**config.mk**
```make
export PLATFORM = sky130hd
export DESIGN_NAME = pcie_link_ctrl_status_regs
export DESIGN_NICKNAME = d
export VERILOG_FILES = /design/src/hw/link_regs_pkg.sv /design/src/hw/cfg_sync2.sv /design/src/hw/cfg_field_reg.sv /design/src/hw/pcie_link_ctrl_status_regs.sv
export VERILOG_INCLUDE_DIRS = /design/src /design/src/hw
export SDC_FILE = /design/constraint.sdc
export NUM_CORES = 1
export LEC_CHECK = 0
export BUFFER_PORTS_ARGS = -buffer_cell sky130_fd_sc_hd__buf_4
export CORE_UTILIZATION = 36
export DETAILED_ROUTE_END_ITERATION = 7
export MAX_ROUTING_LAYER = met4
export PLACE_DENSITY = 0.82
export SYNTH_ARGS = -nofsm -noshare
export SYNTH_HDL_FRONTEND = slang
export SYNTH_HIERARCHICAL = 1
export SYNTH_SLANG_ARGS = --single-unit
```
**constraint.sdc**
```tcl
create_clock -name clk_i -period 1.8 [get_ports clk_i]
set_input_delay 0.27 -clock clk_i [delete_from_list [all_inputs] [get_ports clk_i]]
set_output_delay 0.27 -clock clk_i [all_outputs]
set_load 0.02 [all_outputs]
```
**src/hw/link_regs_map.svh**
```systemverilog
`ifndef LINK_REGS_MAP_SVH
`define LINK_REGS_MAP_SVH

// Configuration offsets (byte addresses, 16-bit registers)
`define LINK_CTRL_OFS 8'ha0
`define LINK_STAT_OFS 8'ha2

// Reset values
`define LINK_CTRL_RESET 16'h0000
`define LINK_STAT_RESET 16'h1011
`define ASPM_RESET 2'h0
`define CB_RESET 1'h0

// Link control field positions
`define CTRL_ASPM_LSB 0
`define CTRL_ASPM_MSB 1
`define CTRL_RSVD_BIT 2
`define CTRL_CB_BIT 3
`define CTRL_OFF_BIT 4

// Link status field positions and constant contents
`define STAT_SPEED_LSB 0
`define STAT_SPEED_MSB 3
`define STAT_WIDTH_LSB 4
`define STAT_WIDTH_MSB 9
`define STAT_RETRAIN_BIT 10
`define STAT_TRAIN_BIT 11
`define STAT_SLOTCLK_BIT 12
`define STAT_RSVD_LSB 13
`define STAT_RSVD_MSB 15
`define STAT_SPEED_VAL 4'h1
`define STAT_WIDTH_VAL 6'h01
`define STAT_SLOTCLK_VAL 1'h1

// Active-state PM encodings
`define ASPM_L0S_BIT 0
`define ASPM_L1_BIT 1

// Completion boundary the bridge actually uses, in bytes
`define FIXED_CB_BYTES 8'h80

`endif

```
**src/hw/link_regs_pkg.sv**
```systemverilog
package link_regs_pkg;

  typedef logic [1:0] aspm_t;

  typedef struct packed {
    logic [15:0] rdata;
    logic ack;
    logic l0s_go;
    logic l1_go;
    logic refclk_fault;
  } link_regs_state_t;

endpackage

```
**src/hw/cfg_sync2.sv**
```systemverilog
`timescale 1ns/100ps

module cfg_sync2 (
  // Clock and reset
  input wire logic clk_i,
  input wire logic srst_i,
  // Asynchronous level in, synchronised level out
  input wire logic async_i,
  output logic sync_o
);

  typedef struct packed {
    logic meta;
    logic stable;
  } sync_state_t;

  sync_state_t state_reg;
  sync_state_t state_next;

  always_comb begin
    state_next.meta = async_i;
    state_next.stable = state_reg.meta;
  end

  always_ff @(posedge clk_i) begin
    if (srst_i) begin
      state_reg <= '0;
    end else begin
      state_reg <= state_next;
    end
  end

  assign sync_o = state_reg.stable;

endmodule

```
**src/hw/cfg_field_reg.sv**
```systemverilog
`timescale 1ns/100ps

module cfg_field_reg #(
  parameter int WIDTH = 1,
  parameter logic [WIDTH-1:0] RESET_VAL = '0
) (
  // Clock and reset
  input wire logic clk_i,
  input wire logic srst_i,
  // Write side
  input wire logic wr_en_i,
  input wire logic [WIDTH-1:0] wdata_i,
  // Stored value
  output logic [WIDTH-1:0] q_o
);

  typedef struct packed {
    logic [WIDTH-1:0] value;
  } field_state_t;

  field_state_t state_reg;
  field_state_t state_next;

  always_comb begin
    state_next = state_reg;
    if (wr_en_i) begin
      state_next.value = wdata_i;
    end
  end

  always_ff @(posedge clk_i) begin
    if (srst_i) begin
      state_reg.value <= RESET_VAL;
    end else begin
      state_reg <= state_next;
    end
  end

  assign q_o = state_reg.value;

endmodule

```
**src/hw/pcie_link_ctrl_status_regs.sv**
```systemverilog
// Behaviour
// - Link-off bit does nothing, reads zero
// - Bit 3 stores root boundary, 0=64 default
// - Boundary bit never changes bridge; fixed 128
// - Control bit 2 reserved, reads zero
// - Bits 1:0 gate L0s/L1 entry, default off
// - Status read-only at A2h, reset 1011h
// - Status bits 15:13 reserved, read zero
// - Status bit 12 reads one, common clock
// - Training flag does nothing, reads zero
// - Retrain flag does nothing, reads zero
// - Width field constant 000001b, single lane
// - Speed field constant 1h, 2.5 Gb/s
// - Link control resets to all zeros
`include "link_regs_map.svh"
`timescale 1ns/100ps

module pcie_link_ctrl_status_regs (
  // Clock and reset
  input wire logic clk_i,
  input wire logic srst_i,
  // Configuration access port
  input wire logic cfg_wr_i,
  input wire logic cfg_rd_i,
  input wire logic [7:0] cfg_addr_i,
  input wire logic [1:0] cfg_be_i,
  input wire logic [15:0] cfg_wdata_i,
  output logic [15:0] cfg_rdata_o,
  output logic cfg_ack_o,
  // Power-management entry requests from the link core
  input wire logic l0s_entry_req_i,
  input wire logic l1_entry_req_i,
  output logic l0s_entry_go_o,
  output logic l1_entry_go_o,
  // Link control state seen by the core
  output link_regs_pkg::aspm_t active_pm_ctrl_o,
  output logic completion_boundary_sel_o,
  output logic [7:0] completion_bytes_o,
  // Board reference-clock select pin
  input wire logic refclk_choice_i,
  output logic refclk_fault_o
);

  link_regs_pkg::link_regs_state_t state_reg;
  link_regs_pkg::link_regs_state_t state_next;

  logic hit_ctrl;
  logic hit_stat;
  logic ctrl_low_wr;
  logic refclk_choice_sync;
  link_regs_pkg::aspm_t active_pm_ctrl;
  logic completion_boundary_sel;
  logic [15:0] link_control;
  logic [15:0] link_status;

  // Word-aligned decode; address bit 0 is ignored
  assign hit_ctrl = (cfg_addr_i[7:1] == 7'(`LINK_CTRL_OFS >> 1));
  assign hit_stat = (cfg_addr_i[7:1] == 7'(`LINK_STAT_OFS >> 1));
  // only low byte holds writable bits
  assign ctrl_low_wr = cfg_wr_i && hit_ctrl && cfg_be_i[0];

  cfg_field_reg #(
    .WIDTH(2),
    .RESET_VAL(`ASPM_RESET)
  ) u_aspm (
    .clk_i(clk_i),
    .srst_i(srst_i),
    .wr_en_i(ctrl_low_wr),
    .wdata_i(cfg_wdata_i[`CTRL_ASPM_MSB:`CTRL_ASPM_LSB]),
    .q_o(active_pm_ctrl)
  );

  cfg_field_reg #(
    .WIDTH(1),
    .RESET_VAL(`CB_RESET)
  ) u_cb (
    .clk_i(clk_i),
    .srst_i(srst_i),
    .wr_en_i(ctrl_low_wr),
    .wdata_i(cfg_wdata_i[`CTRL_CB_BIT]),
    .q_o(completion_boundary_sel)
  );

  // Pin from the board crosses in through two flops
  cfg_sync2 u_refclk_sync (
    .clk_i(clk_i),
    .srst_i(srst_i),
    .async_i(refclk_choice_i),
    .sync_o(refclk_choice_sync)
  );

  always_comb begin
    link_control = 16'h0000;
    link_control[`CTRL_OFF_BIT] = 1'b0;
    link_control[`CTRL_RSVD_BIT] = 1'b0;
    link_control[`CTRL_CB_BIT] = completion_boundary_sel;
    link_control[`CTRL_ASPM_MSB:`CTRL_ASPM_LSB] = active_pm_ctrl;
  end

  always_comb begin
    link_status = 16'h0000;
    link_status[`STAT_RSVD_MSB:`STAT_RSVD_LSB] = 3'h0;
    link_status[`STAT_SLOTCLK_BIT] = `STAT_SLOTCLK_VAL;
    link_status[`STAT_TRAIN_BIT] = 1'b0;
    link_status[`STAT_RETRAIN_BIT] = 1'b0;
    link_status[`STAT_WIDTH_MSB:`STAT_WIDTH_LSB] = `STAT_WIDTH_VAL;
    link_status[`STAT_SPEED_MSB:`STAT_SPEED_LSB] = `STAT_SPEED_VAL;
  end

  always_comb begin
    state_next = state_reg;
    state_next.ack = cfg_wr_i || cfg_rd_i;
    // Write wins if both strobes arrive together
    if (cfg_rd_i && !cfg_wr_i) begin
      if (hit_ctrl) begin
        state_next.rdata = link_control;
      end else if (hit_stat) begin
        state_next.rdata = link_status;
      end else begin
        state_next.rdata = 16'h0000;
      end
    end
    state_next.l0s_go = l0s_entry_req_i && active_pm_ctrl[`ASPM_L0S_BIT];
    state_next.l1_go = l1_entry_req_i && active_pm_ctrl[`ASPM_L1_BIT];
    state_next.refclk_fault = refclk_choice_sync;
  end

  always_ff @(posedge clk_i) begin
    if (srst_i) begin
      state_reg <= '0;
    end else begin
      state_reg <= state_next;
    end
  end

  assign cfg_rdata_o = state_reg.rdata;
  assign cfg_ack_o = state_reg.ack;
  assign l0s_entry_go_o = state_reg.l0s_go;
  assign l1_entry_go_o = state_reg.l1_go;
  assign refclk_fault_o = state_reg.refclk_fault;
  assign active_pm_ctrl_o = active_pm_ctrl;
  assign completion_boundary_sel_o = completion_boundary_sel;
  // bridge boundary fixed, ignores bit 3
  assign completion_bytes_o = `FIXED_CB_BYTES;

endmodule

```
Word level (Yosys, flattened, before mapping) --
Cells that the tools add are included.
Storage, ports and cells: flip-flop bits (word level) 25, bits of input ports 33, logic and storage cells 20
Cells by class: equal/unequal tests 2, muxes and demuxes 2, reduce and logical (&&, ||, !) cells 7
Operators by type and width (count):
- $mux 13 | 2
- $eq 7x7->1 const B | 2
- $logic_and 1x1->1 | 5
- $logic_not 1->1 | 1
- $logic_or 1x1->1 | 1

Depth between registers and ports, before layout --
Gate-level depths: netlist of run 1.
depth after elaboration 3, mapped depth 4, gate-level depth less buffers 4

By module --
Netlist of run 1, hierarchy kept.
By module, submodules not included:
- pcie_link_ctrl_status_regs | times used 1, cells each 56, area each 457.9 um^2, sequential area each 160.2 um^2
- cfg_field_reg (u_aspm) | times used 1, cells each 6, area each 67.6 um^2, sequential area each 40.0 um^2
- cfg_sync2 | times used 1, cells each 4, area each 52.6 um^2, sequential area each 40.0 um^2
- cfg_field_reg (u_cb) | times used 1, cells each 3, area each 33.8 um^2, sequential area each 20.0 um^2

Least setup slack after synthesis of run 1 --
Ideal clock, no wire load.
path type input port to flip-flop, from in cfg_addr_i[6], to reg u_aspm.state_reg, in the netlist u_aspm/q_o[0], library setup time 114 ps, data arrival time 1083 ps, required time 1686 ps, slack 603 ps, stages 4, buffers on the path 0, cells stage by stage and4bb_2 -> and4_2 -> mux2i_1 -> nor2_1
On the way: longest elaborated chain between the ends 3
RTL lines:
- start: declaration | line pcie_link_ctrl_status_regs.sv:25 | input wire logic [7:0] cfg_addr_i,
- $eq 7x7->1 | line pcie_link_ctrl_status_regs.sv:57 | assign hit_ctrl = (cfg_addr_i[7:1] == 7'(`LINK_CTRL_OFS >> 1));
- $logic_and 1x1->1 (2 in a row) | line pcie_link_ctrl_status_regs.sv:60 | assign ctrl_low_wr = cfg_wr_i && hit_ctrl && cfg_be_i[0];
- net ctrl_low_wr | line pcie_link_ctrl_status_regs.sv:49 | logic ctrl_low_wr;
- end signal: assignment | line cfg_field_reg.sv:35 | state_reg <= state_next;
- end: declaration | line cfg_field_reg.sv:21 | field_state_t state_reg;
The timed path passes the listed nets, and every way through them passes these cells. A chain may end at the register's enable or synchronous reset.

Final worst setup path of run 1 --
from in cfg_addr_i[1], to reg u_aspm.state_reg, in the netlist u_aspm/q_o[0]
Same word-level chain as after synthesis.

==> metrics.txt, run 1 <==
CP Max Fanout=3; FP Rows=14; Routability Congestion=about 0.76; Final Hold Violating Endpoints=0; CP delay by family, top=simple AND/OR/NAND/NOR gates; Final Skew=around 0.011 ns; Worst Setup End Kind=flip-flop; final worst-path cycle share=between 60% and 70%; DIE AREA=around 1900 sq um; Layout Cells excl Fill=around 110; crit-path cells=buf_4, nor3_1, and4_2, mux2i_1, nor2_1; Sw Pwr=around 0.00015 W; Detailed Route WL=between 1000 and 1500 microns; Ant. Diodes=0; Worst path max stage delay=between 0.3 and 0.4 ns; setup bufs post-CTS=0; clock insertion delay at the later pin of the skew report=about 0.28 ns; CTS tree=yes; M1 WL=about 440 microns; cts bufs inserted=3; Reg power frac=a little over half; share of cells above drive strength 1=between 30% and 40%; initial antenna violation count=0; critical path arrival=1.28 ns; IO buf count=29; total of max-cap violations=0; Seq. cell area=260 sq um; Core ar.=~1500 sq um; top layer in use=met4; Gate power share=roughly 16%; I/O pins=64; Clock Tree Buf Depth=2; CTS clk-pin slew, worst paths=approximately 0.07 ns; Internal=0.000409 W; status=finished clean; Final Max Tran Viols=0; Seq cells post-synth=13; Cells after Synth=between 60 and 70; Setup TNS=0 ns; Setup Viol. Count Final=0; Synth Cell Area=slightly above 600 sq um; first-pass GRT wire length=1730 microns; P_leak=roughly 0.38 nW; Cells after DPL=110; Multi-input gate area=approximately 260 sq um; Die W=about 43 microns; total global routing overflow=0; CP Data Required Time=approximately 2 ns; die height=roughly 43 microns; CTS Hold Bufs=0; Mean Syn Cell Area=8.87 sq um; VDD IR max=approximately 270 uV; post-cts sizing count=0; Met3 Wirelength=120 microns; Final #Nets=132; vias in the first global route=roughly 430; clk root buf=clkbuf_4; Buf/Inv on CP=1; # DRC=0; Wirelength per Cell=approximately 10 microns; slowest cell on the critical path=and4_2; fmax=slightly below 0.9 GHz; pre-CTS WS=around 0.4 ns; most frequent cells in the layout=buf_4, conb_1, dfxtp_1; unrepaired setup endpoints after global routing=false; DR WL met2=around 580 microns; register area share after synthesis=42.5%; Initial Util=between 30% and 40%; CTS H-tree depth=1; via density per instance=approximately 4.4; Area Overhead vs Synth=28.4%; beginning of the worst hold path=refclk_choice_i; Worst setup SP type=primary input; Syn. warnings=6; first drt pass iteration count=4; pwr dens=about 710 nW/um^2; fillers=approximately 160; GRT Util Overall=between 10 and 15%; Clk pwr share=~32%; Clock Sinks=13; sw frac=around a quarter; Initial DRC Count=3; antenna viol nets, final=0; Critical R2R Launch=u_aspm/q_o[0]; Crit. Startpoint=cfg_addr_i[1]; Netlist cell types=16; fin crit period=1.12 ns; pin count of the biggest net entering global routing=14; HP Class=primary input to flip-flop; kind of critical path=primary input to flip-flop; vias=496; commonest non-fill, non-tap cell in the layout=buf_4; Worst Slack Setup Final=just under 0.7 ns
==> kinds of logic after synthesis <==
kind of cell	count (synthesis)	synth area share [%]
simple gates	25	21.5
other cells	2	1.23
flops	13	42.5
buf+inv	21	25.2
compound gates	5	4.70
mux	3	4.91
==> sequential cells by signal (all words and copies together) (netlist names) <==
signal and cells:
refclk_fault_o 1, cfg_ack_o 1, l0s_entry_go_o 1, l1_entry_go_o 1, u_refclk_sync/sync_o 1, cfg_rdata_o 4, u_aspm/q_o 2, u_cb/q_o 1
u_refclk_sync/state_next 1
==> synth_stat cells <==
| cell type | count | share of area, % |
|---|---|---|
| a21oi_1 | 4 | 3.3 |
| and2b_1 | 1 | 1.2 |
| and4_2 | 1 | 1.6 |
| and4bb_2 | 1 | 2.0 |
| buf_4 | 20 | 25 |
| clkbuf_1 | 1 | 0.61 |
| conb_1 | 2 | 1.2 |
| dfxtp_1 | 13 | 43 |
| mux2i_1 | 3 | 4.9 |
| nand2_1 | 6 | 3.7 |
| nand2b_1 | 1 | 1.0 |
| nand4_1 | 3 | 3.1 |
| nor2_1 | 8 | 4.9 |
| nor2b_1 | 3 | 3.1 |
| nor3_1 | 1 | 0.82 |
| o2111ai_1 | 1 | 1.4 |
==> final timing paths <==
kind	to	slack, ns	cells after the start
max	u_aspm/q_o[0]	0.68	5
min	u_refclk_sync/state_next[0]	0.21	2
max reg2reg	cfg_rdata_o[0]	1.05	2
min reg2reg	u_refclk_sync/sync_o	0.45	1
==> stage by stage <==
step	cell area [sq um]	hold slack, ns	util (%)	total power, W
final	786	0.210	51.0	0.000558
after global routing	786	0.228	51.0	0.000583
after floorplan	676	0.342	-	0.000380
after global placement	759	0.419	49.3	0.000384
after detailed placement	759	0.437	49.3	0.000385
after CTS	786	0.208	51.0	0.000558
==> power by group through the flow <==
stage | logic [W] | registers [W] | clock network [W]
after floorplan | 0.0000779 | 0.000302 | 0
after CTS | 0.0000860 | 0.000293 | 0.000179
after detailed placement | 0.0000859 | 0.000299 | 0
after global routing | 0.0000931 | 0.000293 | 0.000196
after global placement | 0.0000845 | 0.000299 | 0
final | 0.0000866 | 0.000293 | 0.000178
==> final cells by class <==
type	instances	area share, %
Timing Repair Buffer	29	27.7
Tap cell	16	2.55
Clock buffer	4	3.34
Sequential cell	13	33.1
Multi-Input combinational cell	52	33.3
==> metal layers <==
layer | vias to the layer above | GRT usage (%)
li1 | 245 | -
met1 | 219 | 12.5
met2 | 28 | 22.4
met3 | 4 | 4.68
met4 | 0 | 5.45
met5 | - | -
Note: power is estimated with default switching activity, not from simulation.
==> run 2, diff against run 1 <==
Settings changed: ABC_AREA set to 1, PLACE_DENSITY 0.82 to 0.77.
Clock period 1.8 ns to 1.2 ns, I/O delays scaled along.
==> metrics.txt, run 2 <==
EDFF count, synth=0 (unchanged); Mean Syn Cell Area=7.64 sq um (-14%); Die W=46.9 microns (+8.5%); first-pass GRT wire length=1860 microns (+8.0%); fin crit period=about 1.0 ns; clk root buf=clkbuf_4; pin count of the biggest net entering global routing=12 (-2); CTS tree=yes; Ant. Diodes=0 (unchanged); Netlist cell types=17 (+1); cell taking the most area after synthesis=dfxtp_1; Hold Slack=0.110 ns (-0.0996 ns); # DRC=0 (unchanged); CTS H-tree depth=1 (unchanged); post-layout util=51.5% (+0.55 points); critical path arrival=0.83 ns (-0.45 ns); Area Overhead vs Synth=27.9%; slowest cell on the critical path=dfxtp_1; via density per instance=3.95 (-9.3%); post-cts sizing count=0 (unchanged); Core ar.=1800 sq um (+17%); vias in the first global route=527 (+24%); CP Data Required Time=1.02 ns (-0.94 ns); fmax=around 0.99 GHz; Setup Viol. Count Final=0 (unchanged); status=finished clean; final worst-path cycle share=84.1%; Post-synth ARST share=0% (unchanged); initial antenna violation count=0 (unchanged); Worst setup SP type=flip-flop; hold path depth=3 (+1); DIE AREA=2200 sq um (+18%); Final Skew=0.00223 ns (-0.00922 ns); share of cells above drive strength 1=38.9% (+4.2 points); max reg flops=4 (unchanged); total of max-cap violations=0 (unchanged); beginning of the worst hold path=refclk_choice_i; kind of critical path=flip-flop to output port; most frequent cells in the layout=buf_4, conb_1, nand2_1; CP delay by family, top=flip-flops; VDD IR max=394 uV (+47%); Routability Congestion=0.719 (-5.5%); first drt pass iteration count=3 (-1); Buf/Inv on CP=1 (unchanged); FP Rows=15 (+1); CTS Hold Bufs=0 (unchanged); unrepaired setup endpoints after global routing=false; Critical R2R Launch=cfg_rdata_o[0]; cts bufs inserted=3 (unchanged); cell area after layout=928 sq um (+18%); Area contributors post-synth=dfxtp_1, buf_4, nand2_1; Clock Tree Buf Depth=2 (unchanged); total global routing overflow=0 (unchanged); most common cell in the netlist=buf_4; I/O pins=64 (unchanged); antenna viol nets, final=0 (unchanged); crit-path cells=buf_4; r2r setup slk=0.54 ns (-0.51 ns); Final Max Tran Viols=0 (unchanged); Reg-to-Reg End=cfg_rdata_o[0]; Setup TNS=0 ns (unchanged); Cells after Synth=95 (+38%); Worst Slack Setup Final=0.191 ns (-0.484 ns); Wirelength per Cell=8.28 microns (-18%); Worst path max stage delay=0.39 ns (+0.06 ns); P_leak=0.524 nW (+39%); commonest non-fill, non-tap cell in the layout=buf_4; post-DP HPWL=~1000 microns; FF-to-FF path depth=4 (+2); Post-DP Area=902 sq um (+19%); Clock Sinks=13 (unchanged); Initial Util=40.3% (+0.59 points); CP Max Fanout=4 (+1); pre-CTS WS=0.0693 ns (-0.325 ns); IO buf count=29 (unchanged); register area share after synthesis=35.9% (-6.7 points); die height=46.9 microns (+8.5%); Worst Setup End Kind=output port; pwr dens=927 nW/um^2 (+31%); Final #Nets=160 (+21%); Detailed Route WL=1250 microns (+8.2%); GRT Util Overall=13.1% (+0.30 points); Syn. warnings=6 (unchanged); setup bufs post-CTS=0 (unchanged); Initial DRC Count=2 (-1); vias=596 (+20%); Synth Cell Area=726 sq um (+19%); Synth top area share=35.9% (-6.7 points); Final Hold Violating Endpoints=0 (unchanged); clock insertion delay at the later pin of the skew report=0.27 ns (about the same); HP Class=primary input to flip-flop; Primary FF master, synth=dfxtp_1; Seq cells post-synth=13 (unchanged); leading cell types by count after synthesis=buf_4, nand2_1, dfxtp_1; CTS clk-pin slew, worst paths=0.07 ns (about the same); Hold Path End=u_refclk_sync/state_next[0]
[run 2: cell families after synthesis]
| family | Yosys count | share of synthesized area (%) |
|---|---|---|
| AO/OA/AOI/OAI | 2 | 2.41 |
| buffers and inverters | 35 | 28.4 |
| flip-flops | 13 | 35.9 |
| other | 2 | 1.03 |
| AND/OR/NAND/NOR | 43 | 32.2 |
[run 2: through the flow]
| step | std cells | total power, W |
|---|---|---|
| 2_1_floorplan | 112 | 0.000592 |
| 3_3_place_gp | 147 | 0.000604 |
| 3_5_place_dp | 147 | 0.000608 |
| 4_1_cts | 151 | 0.000878 |
| 5_1_grt | 151 | 0.000914 |
| 6_report | 151 | 0.000861 |
[run 2: layout make-up]
| cell class | instances | area [sq um] |
|---|---|---|
| clock buffers | 4 | 26.3 |
| fillers | 191 | 873 |
| flip-flops and latches | 13 | 260 |
| repair buffers | 30 | 225 |
| inverters | 15 | 56.3 |
| multi-input cells | 64 | 329 |
| well taps | 25 | 31.3 |
[run 2: worst max path at each step]
stage	start	endpoint	slack, ns	cells past startpoint
detailed placement	cfg_addr_i[3]	u_cb/q_o	0.07	8
floorplan	cfg_addr_i[3]	u_cb/q_o	0.17	6
finish	u_aspm/q_o[0]	active_pm_ctrl_o[0]	0.19	1
CTS	u_aspm/q_o[1]	active_pm_ctrl_o[1]	0.18	1
global placement	cfg_addr_i[3]	u_cb/q_o	0.09	8
global route	u_aspm/q_o[1]	active_pm_ctrl_o[1]	0.15	1
[run 2: routing by layer]
layer / vias up / GRT usage [%] / part of all wire, %
li1: 302 / - / -
met1: 265 / 11.0 / 37
met2: 25 / 23.9 / 52
met3: 4 / 3.46 / 7.0
met4: 0 / 10.3 / 3.5
met5: - / - / 0
[run 2: where the power goes]
part           total, W  leakage, nW  internal [W]  switching (W)
clock network  0.000264       0.0150      0.000129       0.000135
logic          0.000157        0.403     0.0000534       0.000104
registers      0.000439        0.106      0.000438     0.00000191
total          0.000861        0.524      0.000620       0.000241
[run 2: worst reg2reg max path, cell delays in order (launching register included)]
cell and delay (ns):
dfxtp_1 0.32, nand2_1 0.08, nand2_2 0.05, nand2_1 0.06, nand2_1 0.05
==> run 3, diff against run 2 <==
Settings changed: ABC_AREA 1 to 0, CORE_UTILIZATION 36 to 30, PLACE_DENSITY 0.77 to 0.73.
Clock period 1.2 ns to 0.9 ns, I/O delays scaled along.
==> metrics.txt, run 3 (synthesized netlist as in run 1, its figures left out) <==
fin crit period=about 0.89 ns; Initial DRC Count=3 (+1); fmax=~1.1 GHz; first-pass GRT wire length=1730 microns (-7.4%); status=finished clean; Sw Pwr=0.000286 W (+19%); FP Rows=15 (unchanged); total power=0.00111 W (+29%); I/O pins=64 (unchanged); CTS tree=yes; Buf/Inv on CP=1 (unchanged); Multi-input gate area=263 sq um (-20%); kind of critical path=flip-flop to output port; Worst Setup End Kind=output port; CP Data Required Time=0.76 ns (-0.26 ns); Wirelength per Cell=9.20 microns (+11%); CTS Hold Bufs=0 (unchanged); IO buf count=29 (unchanged); sw frac=25.8% (-2.1 points); post-DP HPWL=931 microns (-7.3%); Gate power share=16.0% (-2.3 points); cts bufs inserted=3 (unchanged); Final Hold Violating Endpoints=0 (unchanged); FF-to-FF path depth=3 (-1); vias in the first global route=437 (-17%); slowest cell on the critical path=dfxtp_2; Clock Sinks=13 (unchanged); total global routing overflow=0 (unchanged); max reg flops=4 (unchanged); Detailed Route WL=1180 microns (-5.8%); beginning of the worst hold path=refclk_choice_i; Cells after DPL=121 (-18%); Setup Viol. Count Final=0 (unchanged); Routability Congestion=0.853 (+19%); total of max-cap violations=0 (unchanged); die height=47.2 microns (+0.57%); clk root buf=clkbuf_4; Hold Slack=0.0779 ns (-0.0326 ns); Area Overhead vs Synth=42.9%; Post-DP Area=787 sq um (-13%); fillers=176 (-7.9%); Die W=47.2 microns (+0.57%); HP Class=primary input to flip-flop; first drt pass iteration count=2 (-1); most frequent cells in the layout=buf_4, conb_1, nor2_1, buf_6, dfxtp_2; DIE AREA=2220 sq um (+1.1%); final worst-path cycle share=98.5%; pwr dens=1270 nW/um^2 (+37%); CP Max Fanout=3 (-1); commonest non-fill, non-tap cell in the layout=buf_4; GRT Util Overall=12.0% (-1.1 points); CP delay by family, top=flip-flops; pin count of the biggest net entering global routing=14 (+2); critical path arrival=0.75 ns (-0.08 ns); # DRC=0 (unchanged); Ant. Diodes=0 (unchanged); Clk pwr share=31.1% (+0.4 points); VDD IR max=532 uV (+35%); unrepaired setup endpoints after global routing=true; vias=517 (-13%); P_leak=0.414 nW (-21%); hold path depth=2 (-1); Clock Tree Buf Depth=2 (unchanged); share of cells above drive strength 1=44.7% (+5.8 points); via density per instance=4.04 (+2.3%); Worst setup SP type=flip-flop; Internal=0.000821 W (+32%); Final #Nets=137 (-14%); Initial Util=33.6% (-6.7 points); Reg-to-Reg End=cfg_rdata_o[0]; Worst path max stage delay=0.36 ns (-0.03 ns); Final Max Tran Viols=0 (unchanged); Critical R2R Launch=u_aspm/q_o[0]; cell area after layout=875 sq um (-5.8%); Core ar.=1820 sq um (+1.0%); Layout Cells excl Fill=128 (-15%); Final Skew=0.000497 ns (-0.00173 ns); Setup TNS=0 ns (unchanged); crit-path cells=buf_6; clock insertion delay at the later pin of the skew report=0.27 ns (about the same); Seq. cell area=269 sq um (+3.4%); antenna viol nets, final=0 (unchanged); CTS H-tree depth=1 (unchanged); Reg power frac=52.9% (+1.8 points); r2r setup slk=0.05 ns (-0.49 ns); Hold Path End=u_refclk_sync/state_next[0]; CTS clk-pin slew, worst paths=0.08 ns (about the same); initial antenna violation count=0 (unchanged)
-- run 3: how the worst max path moves through the flow --
| stage | from | endpoint | depth (start not counted) |
|---|---|---|---|
| detailed placement | cfg_addr_i[1] | u_cb/q_o | 5 |
| CTS | cfg_rdata_o[4] | cfg_rdata_o[4] | 1 |
| global placement | cfg_addr_i[1] | u_aspm/q_o[1] | 5 |
| finish | cfg_rdata_o[4] | cfg_rdata_o[4] | 1 |
| global route | cfg_rdata_o[4] | cfg_rdata_o[12] | 1 |
| floorplan | cfg_addr_i[6] | u_aspm/q_o[0] | 4 |
-- run 3: cell type report --
cell class | instances | share of cell area, %
clock buffers | 4 | 3.00
well taps | 25 | 3.58
flip-flops and latches | 13 | 30.8
multi-input cells | 52 | 30.0
repair buffers | 34 | 32.6
-- run 3: layer usage --
layer / track usage [%] / routed length (microns) / vias up
met2: 21.7 / 608 / 34
met3: 3.46 / 110 / 2
met1: 11.1 / 443 / 224
met4: 6.86 / 14 / 0
met5: - / 0 / -
li1: - / - / 257
-- run 3: power groups by stage --
stage                     sequential (W)  combinational [W]  clock [W]
after floorplan                 0.000604           0.000156          0
after CTS                       0.000585           0.000177   0.000365
final                           0.000585           0.000178   0.000344
after detailed placement        0.000599           0.000176          0
after global placement          0.000599           0.000175          0
after global routing            0.000586           0.000194   0.000401
-- run 3: per-stage QoR --
step,worst slack [ns],utilization (%)
2_1_floorplan,-0.122,-
3_3_place_gp,-0.222,43.2
3_5_place_dp,-0.237,43.2
4_1_cts,-0.00107,46.3
5_1_grt,-0.0399,48.0
6_report,0.0139,48.0
-- run 3: what timing repair did --
item                       in CTS  in global routing
setup endpoints to repair       7                  8
buffers inserted                3                  0
gates resized for setup         6                  9
